**config.mk**
```make
export PLATFORM = sky130hd
export DESIGN_NAME = sacc_top
export DESIGN_NICKNAME = d
export VERILOG_FILES = /design/src/logic/sacc_pkg.sv /design/src/logic/sacc_sar.sv /design/src/logic/sacc_top.sv
export SDC_FILE = /design/constraint.sdc
export NUM_CORES = 1
export LEC_CHECK = 0
export BUFFER_PORTS_ARGS = -buffer_cell sky130_fd_sc_hd__buf_2
export CORE_ASPECT_RATIO = 0.6
export CORE_MARGIN = 4
export CORE_UTILIZATION = 40
export CTS_BUF_LIST = sky130_fd_sc_hd__clkbuf_16
export DETAILED_ROUTE_END_ITERATION = 7
export SLEW_MARGIN = 0
export SYNTH_ARGS = -nofsm -noshare
export SYNTH_HDL_FRONTEND = slang
export SYNTH_SLANG_ARGS = --single-unit
```
**constraint.sdc**
```tcl
create_clock -name clk -period 5.57 [get_ports clk]
set_input_delay 0.557 -clock clk [delete_from_list [all_inputs] [get_ports clk]]
set_output_delay 0.557 -clock clk [all_outputs]
set_load 0.005 [all_outputs]
```
**src/logic/sacc_pkg.sv**
```systemverilog
// Purpose: shared constants for the conversion control block
// Assumes: 8-bit register port, 25 MHz system clock
// Notes: status/control, result and clock registers sit at consecutive offsets
package sacc_pkg;
	// =========================================
	// register map
	localparam logic [7:0] ADDR_STATUS_CONTROL = 8'h38;
	localparam logic [7:0] ADDR_RESULT = 8'h39;
	localparam logic [7:0] ADDR_CLOCK = 8'h3A;
	// =========================================
	// status/control field positions and reset
	localparam int DONE_BIT = 7;
	localparam int IRQ_EN_BIT = 6;
	localparam int CONT_BIT = 5;
	localparam logic [4:0] CHANNEL_OFF = 5'h1F;
	localparam logic [7:0] STATUS_CONTROL_RESET = 8'h1F;
	// =========================================
	// clock register field positions and reset
	localparam int PRESCALE_LSB = 5;
	localparam int CLKSEL_BIT = 4;
	localparam logic [2:0] PRESCALE_RESET = 3'h0;
	localparam logic CLKSEL_RESET = 1'b0;
	// =========================================
	// channels and conversion timing
	localparam int NUM_CHANNELS = 15;
	localparam logic [3:0] CONV_LAST_TICK = 4'hF;
	localparam logic [3:0] SAMPLE_TICK = 4'h0;
	localparam logic [3:0] LAST_BIT_TICK = 4'h8;
	localparam int CLK_PERIOD_NS = 40;
endpackage

```
**src/logic/sacc_sar.sv**
```systemverilog
// Purpose: successive-approximation sequencer of the conversion control block
// Assumes: tick is one-cycle pulse at the internal converter clock rate
// Notes: one sampling tick, eight bit ticks, then idle ticks up to sixteen
`timescale 1ns/1ps
module sacc_sar (
	// clock and reset
	input wire logic clk,
	input wire logic rst,
	input wire logic ce,
	// control
	input wire logic start,
	input wire logic abort,
	input wire logic tick,
	// analog comparator, high when the input is at or above trial_code
	input wire logic comp_in,
	// results
	output logic busy,
	output logic done,
	output logic sampling,
	output logic [7:0] trial_code,
	output logic [7:0] result
);
	// =========================================
	// state
	typedef struct packed {
		logic busy;
		logic done;
		logic [3:0] cnt;
		logic [7:0] code;
		logic [7:0] result;
	} sacc_sar_state_t;

	sacc_sar_state_t st;
	sacc_sar_state_t next_st;

	// =========================================
	// sequencer
	always_comb begin
		logic [2:0] b;
		b = 3'(4'h8 - st.cnt);
		next_st = st;
		next_st.done = 1'b0;
		if (abort) begin
			next_st.busy = 1'b0;
		end else if (start) begin
			next_st.busy = 1'b1;
			next_st.cnt = 4'h0;
			next_st.code = 8'h00;
		end else if (st.busy && tick) begin
			next_st.cnt = st.cnt + 4'h1;
			if (st.cnt == sacc_pkg::SAMPLE_TICK) begin
				next_st.code = 8'h80;
			end else if (st.cnt <= sacc_pkg::LAST_BIT_TICK) begin
				// msb first: keep or drop the trial bit, then try the next one
				if (!comp_in) begin
					next_st.code[b] = 1'b0;
				end
				if (b != 3'h0) begin
					next_st.code[b - 3'h1] = 1'b1;
				end
			end
			if (st.cnt == sacc_pkg::CONV_LAST_TICK) begin
				next_st.busy = 1'b0;
				next_st.done = 1'b1;
				next_st.result = st.code;
			end
		end
	end

	always_ff @(posedge clk) begin
		if (rst) begin
			st <= '0;
		end else if (ce) begin
			st <= next_st;
		end
	end

	assign busy = st.busy;
	assign done = st.done;
	assign sampling = st.busy && (st.cnt == sacc_pkg::SAMPLE_TICK);
	assign trial_code = st.code;
	assign result = st.result;
endmodule

```
**src/logic/sacc_top.sv**
```systemverilog
// Purpose: register file, clocking, mode control and pin override for an 8-bit converter
// Assumes: register port on the system clock, comparator and port logic outside
// Notes: a conversion takes 16 internal converter ticks after the start write
//
// Overview of operation
// - channel field routes one of fifteen inputs
// - completion stores result, then flag or interrupt
// - selected channel pin forced to converter input
// - unselected pins stay normal general-purpose pins
// - port writes cannot touch claimed pin
// - claimed pin reads zero or output latch
// - full scale code at reference, zero at ground
// - control write starts; sixteen to seventeen ticks, here always sixteen ticks
// - continuous results overwrite unread result
// - continuous conversions repeat until bit cleared
// - flag stays set until write or read
// - enabled interrupt raised after every conversion
// - with interrupts on, flag is not completion
// - wait mode runs normally, interrupt wakes
// - stop mode aborts conversion without result
// - conversions resume after stop, allow settling
// - result read or control write clears interrupt
// - all-ones channel field powers off, reset value
// - prescaler divides by 1,2,4,8, else 16
// - clock select: bus when 1, crystal reset
`timescale 1ns/1ps
module sacc_top #(
	parameter int NCH = sacc_pkg::NUM_CHANNELS
) (
	// clock and reset
	input wire logic clk,
	input wire logic rst,
	input wire logic ce,
	// register port
	input wire logic [7:0] addr,
	input wire logic [7:0] wr_data,
	input wire logic wr,
	input wire logic rd,
	output logic [7:0] rd_data,
	// system
	input wire logic crystal_clock,
	input wire logic stop_mode,
	input wire logic wait_mode,
	output logic irq_request,
	// analog side
	input wire logic comp_in,
	output logic [4:0] mux_select,
	output logic analog_power_on,
	output logic sampling,
	output logic [7:0] trial_code,
	// shared port pins
	input wire logic [NCH-1:0] port_latch,
	input wire logic [NCH-1:0] port_dir,
	input wire logic [NCH-1:0] pin_in,
	output logic [NCH-1:0] pin_out,
	output logic [NCH-1:0] pin_oe_n,
	output logic [NCH-1:0] pin_claimed,
	output logic [NCH-1:0] port_read_value
);
	initial begin
		if (NCH < 1 || NCH > 15) begin
			$error("sacc_top: channel count must be 1 to 15");
		end
	end

	// =========================================
	// helpers
	function automatic logic [4:0] prescale_div(input logic [2:0] code);
		if (code[2]) begin
			prescale_div = 5'h10;
		end else begin
			prescale_div = 5'(5'h01 << code[1:0]);
		end
	endfunction

	function automatic logic [NCH-1:0] claim_of(input logic [4:0] ch);
		logic [NCH-1:0] m;
		m = '0;
		for (int i = 0; i < NCH; i++) begin
			if (ch == 5'(i)) begin
				m[i] = 1'b1;
			end
		end
		claim_of = m;
	endfunction

	// =========================================
	// state
	typedef struct packed {
		logic done_flag;
		logic irq_enable;
		logic continuous_bit;
		logic [4:0] channel_select;
		logic [2:0] clock_prescale;
		logic conv_clock_select;
		logic irq_pend;
		logic [2:0] xtal_sync;
		logic [4:0] div_cnt;
		logic [NCH-1:0] pin_s1;
		logic [NCH-1:0] pin_s2;
		logic [NCH-1:0] pin_s3;
		logic [NCH-1:0] pin_val;
		logic [NCH-1:0] read_val;
		logic [7:0] rd_data;
	} sacc_state_t;

	sacc_state_t st;
	sacc_state_t next_st;

	logic wr_ctl;
	logic rd_result;
	logic powered;
	logic new_on;
	logic src_edge;
	logic tick;
	logic start;
	logic abort;
	logic busy;
	logic done;
	logic [7:0] result;
	logic [NCH-1:0] claim;

	assign wr_ctl = wr && (addr == sacc_pkg::ADDR_STATUS_CONTROL);
	assign rd_result = rd && (addr == sacc_pkg::ADDR_RESULT);
	assign powered = (st.channel_select != sacc_pkg::CHANNEL_OFF);
	assign claim = claim_of(st.channel_select);
	// crystal edge counts when the second stage is high and the third stage is still low
	assign src_edge = st.conv_clock_select ? 1'b1 : (st.xtal_sync[1] && !st.xtal_sync[2]);
	assign tick = src_edge && (st.div_cnt == 5'(prescale_div(st.clock_prescale) - 5'h01));
	// wait mode does not gate anything: the converter keeps running
	// a control write is judged by the channel it writes, not the one it replaces
	assign new_on = (wr_data[4:0] != sacc_pkg::CHANNEL_OFF);
	assign abort = stop_mode || (wr_ctl ? !new_on : !powered);
	assign start = !abort && !busy && (wr_ctl || st.continuous_bit);

	// =========================================
	// sequencer
	sacc_sar u_sar (
		.clk(clk),
		.rst(rst),
		.ce(ce),
		.start(start),
		.abort(abort),
		.tick(tick),
		.comp_in(comp_in),
		.busy(busy),
		.done(done),
		.sampling(sampling),
		.trial_code(trial_code),
		.result(result)
	);

	// =========================================
	// registers and control
	always_comb begin
		next_st = st;
		// crystal clock and pin synchronisers
		next_st.xtal_sync = {st.xtal_sync[1:0], crystal_clock};
		next_st.pin_s1 = pin_in;
		next_st.pin_s2 = st.pin_s1;
		next_st.pin_s3 = st.pin_s2;
		for (int i = 0; i < NCH; i++) begin
			if (st.pin_s2[i] == st.pin_s3[i]) begin
				next_st.pin_val[i] = st.pin_s3[i];
			end
		end
		// prescaler restarts with every conversion so ticks line up with start
		if (start) begin
			next_st.div_cnt = 5'h00;
		end else if (tick) begin
			next_st.div_cnt = 5'h00;
		end else if (src_edge) begin
			next_st.div_cnt = st.div_cnt + 5'h01;
		end
		// claimed pin reads zero or the latch, others read the latch or the pin
		for (int i = 0; i < NCH; i++) begin
			if (claim[i]) begin
				next_st.read_val[i] = port_dir[i] ? port_latch[i] : 1'b0;
			end else begin
				next_st.read_val[i] = port_dir[i] ? port_latch[i] : st.pin_val[i];
			end
		end
		// register writes; flags clear here and set below so a set wins
		if (wr_ctl) begin
			next_st.irq_enable = wr_data[sacc_pkg::IRQ_EN_BIT];
			next_st.continuous_bit = wr_data[sacc_pkg::CONT_BIT];
			next_st.channel_select = wr_data[4:0];
			// done flag is software-owned only while interrupts are enabled
			next_st.done_flag = wr_data[sacc_pkg::IRQ_EN_BIT] ? wr_data[sacc_pkg::DONE_BIT] : 1'b0;
			next_st.irq_pend = 1'b0;
		end
		if (wr && addr == sacc_pkg::ADDR_CLOCK) begin
			next_st.clock_prescale = wr_data[sacc_pkg::PRESCALE_LSB +: 3];
			next_st.conv_clock_select = wr_data[sacc_pkg::CLKSEL_BIT];
		end
		if (rd_result) begin
			next_st.irq_pend = 1'b0;
			if (!st.irq_enable) begin
				next_st.done_flag = 1'b0;
			end
		end
		// completion: result already stored by the sequencer
		if (done) begin
			if (st.irq_enable) begin
				next_st.irq_pend = 1'b1;
			end else begin
				next_st.done_flag = 1'b1;
			end
		end
		// read data, valid in the cycle after the strobe
		next_st.rd_data = 8'h00;
		if (rd) begin
			unique case (addr)
				sacc_pkg::ADDR_STATUS_CONTROL: begin
					next_st.rd_data = {st.done_flag, st.irq_enable, st.continuous_bit, st.channel_select};
				end
				sacc_pkg::ADDR_RESULT: begin
					next_st.rd_data = result;
				end
				sacc_pkg::ADDR_CLOCK: begin
					next_st.rd_data = {st.clock_prescale, st.conv_clock_select, 4'h0};
				end
				default: begin
					next_st.rd_data = 8'h00;
				end
			endcase
		end
	end

	always_ff @(posedge clk) begin
		if (rst) begin
			st <= '0;
			st.channel_select <= sacc_pkg::CHANNEL_OFF;
			st.clock_prescale <= sacc_pkg::PRESCALE_RESET;
			st.conv_clock_select <= sacc_pkg::CLKSEL_RESET;
		end else if (ce) begin
			st <= next_st;
		end
	end

	// =========================================
	// outputs
	assign rd_data = st.rd_data;
	assign irq_request = st.irq_pend && st.irq_enable;
	assign mux_select = st.channel_select;
	assign analog_power_on = powered && !stop_mode;
	assign pin_claimed = claim;
	assign pin_out = port_latch;
	// a claimed pin is never driven whatever the port registers hold
	assign pin_oe_n = ~(port_dir & ~claim);
	assign port_read_value = st.read_val;
endmodule

```
==> implementation parameters <==
Parameter                              Value

Timing
  Number of hold violations in the final report    0
  Highest Clock Rate    0.328 GHz
  Total negative slack    0 ns
  Minimum clock period    roughly 3 ns
  Unrepaired setup endpoints after global routing    false
  Tightest Pin Transition    roughly 1.1 ns
  Final setup skew    roughly 0.010 ns
  Normalized max-slew margin    28.9%
  Fin crit share    54.7%
  Final Slew Violations    0
  Setup violators final    0

Synth
  Combinational family with the most area after synthesis    simple AND/OR/NAND/NOR gates
  Cell type with the highest aggregate area in the netlist    sky130_fd_sc_hd__dfxtp_1
  Xor/xnor share of the synthesized area    0.550%
  Synthesized-area fraction occupied by and/or/nand/nor cells    20.7%
  Adder-cell share of the synthesized area    0.983%
  Most common cell in the synthesized netlist    sky130_fd_sc_hd__dfxtp_1
  Yosys Warn Count    0
  Number of nets produced by synthesis    855
  Portion of netlist area occupied by mux cells    11.6%
  Cell Area, Synth    6370 µm²
  Number of enable-type register cells in the synthesized netlist    0
  Yosys reg bits    around 130
  Mapped Cells    approximately 800
  Sequential area share after synthesis    39.6%
  Distinct cell type count of the synthesized netlist    54
  Synthesized-area fraction occupied by ao, oa, aoi and oai cells    16.3%
  Most frequent cells after synthesis    126 x sky130_fd_sc_hd__dfxtp_1, 101 x sky130_fd_sc_hd__nor2_1, 98 x sky130_fd_sc_hd__nand2_1
  Share of synthesized registers carrying an async set or reset    0%
  Ranking of synthesized cells by area    sky130_fd_sc_hd__dfxtp_1 40%, sky130_fd_sc_hd__mux2i_1 10%, sky130_fd_sc_hd__buf_4 6.0%
  Per-instance average area after synthesis    8.16 µm²
  Proportion of netlist area held by the largest area contributor    39.6%
  Synth Flop Type    sky130_fd_sc_hd__dfxtp_1

Global routing
  Total track usage    19.0%
  M1 GR Usage    roughly a third
  Met2 track demand over resource    a little under a quarter
  Met3 layer usage reported by global route    between 4 and 5%
  Global-route wire length before repair    ~27000 µm
  Pin count of the biggest net entering global routing    103
  Peak-usage layer in the global routing report    met1
  Remaining global-route overflow    0
  Number of antenna violations at the first check in global routing    2
  Via count of the first global-routing pass    4839

Die
  Number of cell rows    35
  Core Region    15500 µm²
  Die span in y    ~110 µm
  Area of the die    between 15000 and 20000 µm²
  Starting Density    41.2%
  Die outline width    approximately 170 µm
  IO Pins    154

Clocking
  TritonCTS Buffers    17
  Clock input transition at the sequential cells of the worst setup and hold paths    0.07 ns
  Clock latency on the worst-skew pair    between 0.4 and 0.5 ns
  Clock tree sinks    roughly 130
  # Post-CTS Setup Buffers    0
  Root Buffer    sky130_fd_sc_hd__clkbuf_16
  Maximum count of clock buffers along a single path    2
  TritonCTS clock tree    built
  Quantity of hold-fixing buffers added after cts    0
  Number of gates resized after cts    0
  H-tree depth    4

Drt
  Vias after detailed routing    5596
  Initial DRC Count    492
  Post-DR vias/cell    5.19
  Number of DRC violations after detailed routing    0
  Remaining number of nets flagged by the antenna check after routing    0
  Mean routed wirelength per cell    16.3 µm
  Drt total wl    17600 µm
  Total iterations of the first detailed-routing run    5

Finish
  Antenna Cells    0
  Layout cell share with drive strength beyond 1    a little under a quarter
  Total Nets Final    approximately 940
  Filler Cells Inserted    1507
  Number of non-filler instances in the completed layout    1078
  Area of all placed cells without fillers    between 7000 and 8000 µm²
  Share of the core filled with cells    between 40 and 50%
  Layout overhead on the synthesized area    17.7%

Placement
  Gpl congestion    0.818
  Cells after DPL    1046
  Half-perimeter wire length after detailed placement    roughly 13000 µm
  Post-place instance area    about 7000 µm²
  Quantity of I/O buffers inserted on ports    approximately 150

Worst hold path
  Endpoint with the worst hold slack    next_st[62]
  Path type of the worst min-delay path    input port to flip-flop
  HP Start    pin_in[9]
  Instance count along the most critical hold path    3

Outcome
  Result of the run    finished clean

Power
  Leakage    3.45 nW
  PwrDens    304 nW/µm²
  Overall power of the completed layout    between 2 and 2.5 mW
  Peak VDD IR    approximately 0.13 mV

Job
  MaxCap Viol Count    0

Worst setup path
  Maximum fanout count along the critical path    18
  Cells on worst reg2reg path    8
  Arr. time, crit path    3.39 ns
  Critical Path Start    st[95]
  RR Endpoint    u_sar.trial_code[0]
  Critical Path End Type    flip-flop
  Start of the worst register-to-register path    st[95]
  Setup slack of the most critical reg-to-reg path    2.52 ns
  Startpoint kind of the worst setup timing path    flip-flop
  CP Data Required Time    5.91 ns
  Critical path class    flip-flop to flip-flop
## state kept, by name (all words and copies together) (netlist names)
name / cells
st: 44
port_read_value: 15
next_st: 32
u_sar.done: 1
u_sar.trial_code: 8
u_sar.result: 8
rd_data: 8
mux_select: 5
u_sar.st: 4
u_sar.busy: 1
## critical path, stage by stage (launching register included)
cell and delay [ns]:
sky130_fd_sc_hd__dfxtp_1 0.39, sky130_fd_sc_hd__or3_1 0.41, sky130_fd_sc_hd__ha_1 0.26, sky130_fd_sc_hd__xnor2_1 0.23, sky130_fd_sc_hd__mux2i_1 0.11, sky130_fd_sc_hd__o21ai_1 0.49, sky130_fd_sc_hd__and3_1 0.71, sky130_fd_sc_hd__o2111ai_1 0.21
sky130_fd_sc_hd__mux2i_1 0.17
## per-layer routing
metal  part of all wire (%)  routed length [µm]
met1                     55                9730
met3                    7.6                1340
met4                   0.98                 172
met2                     36                6300
met5                   0.12                  21
## layout by cell type (no fill, tap or decap), types with 5 or more instances in the layout
cell                          n
sky130_fd_sc_hd__a211o_1      7
sky130_fd_sc_hd__a21o_1      16
sky130_fd_sc_hd__a21oi_1     43
sky130_fd_sc_hd__a22oi_1     10
sky130_fd_sc_hd__a31oi_1      8
sky130_fd_sc_hd__and2_1       7
sky130_fd_sc_hd__buf_2      150
sky130_fd_sc_hd__buf_4        5
sky130_fd_sc_hd__clkbuf_16   17
sky130_fd_sc_hd__clkinv_4     5
sky130_fd_sc_hd__dfxtp_1    126
sky130_fd_sc_hd__ha_1         5
sky130_fd_sc_hd__inv_1       27
sky130_fd_sc_hd__mux2_2       6
sky130_fd_sc_hd__mux2i_1     65
sky130_fd_sc_hd__nand2_1     98
sky130_fd_sc_hd__nand2b_1    15
sky130_fd_sc_hd__nand3_1     34
sky130_fd_sc_hd__nand3b_1     8
sky130_fd_sc_hd__nor2_1     101
sky130_fd_sc_hd__nor2b_1      6
sky130_fd_sc_hd__o211ai_1    13
sky130_fd_sc_hd__o21ai_0     45
## cells by family after synthesis
group / count (synthesis)
XOR/XNOR: 4
AO/OA/AOI/OAI: 162
adder cells (fa/ha/maj): 5
AND/OR/NAND/NOR: 292
multiplexers: 72
buffers and inverters: 119
flip-flops: 126
## through the flow
stage	worst slack [ns]	hold WS (ns)
finish	2.52	0.374
floorplan	3.04	0.436
detailed placement	2.54	0.450
global placement	2.56	0.453
global route	2.30	0.375
CTS	2.55	0.363
## how the worst max path moves through the flow
stage	slack [ns]	to	cells past startpoint
after floorplan	3.04	u_sar.st[19]	10
after global placement	2.56	u_sar.trial_code[7]	7
after detailed placement	2.54	st[85]	7
after CTS	2.55	u_sar.trial_code[4]	8
after global routing	2.30	u_sar.trial_code[3]	8
final	2.52	u_sar.trial_code[0]	8
## final cells by class
type	instances	area, µm²	share of cell area [%]
well taps	203	254	3.39
multi-input cells	535	3200	42.6
clock inverters	15	209	2.79
inverters	27	101	1.35
clock buffers	17	425	5.68
repair buffers	155	788	10.5
flip-flops and latches	126	2520	33.7
## power by group
group	total (mW)	switching, mW	internal (mW)
sequential	0.938	0.0154	0.923
clock	1.19	0.436	0.757
combinational	0.150	0.0848	0.0653
total	2.28	0.536	1.74
No activity file was read; power rests on OpenSTA's default activity.
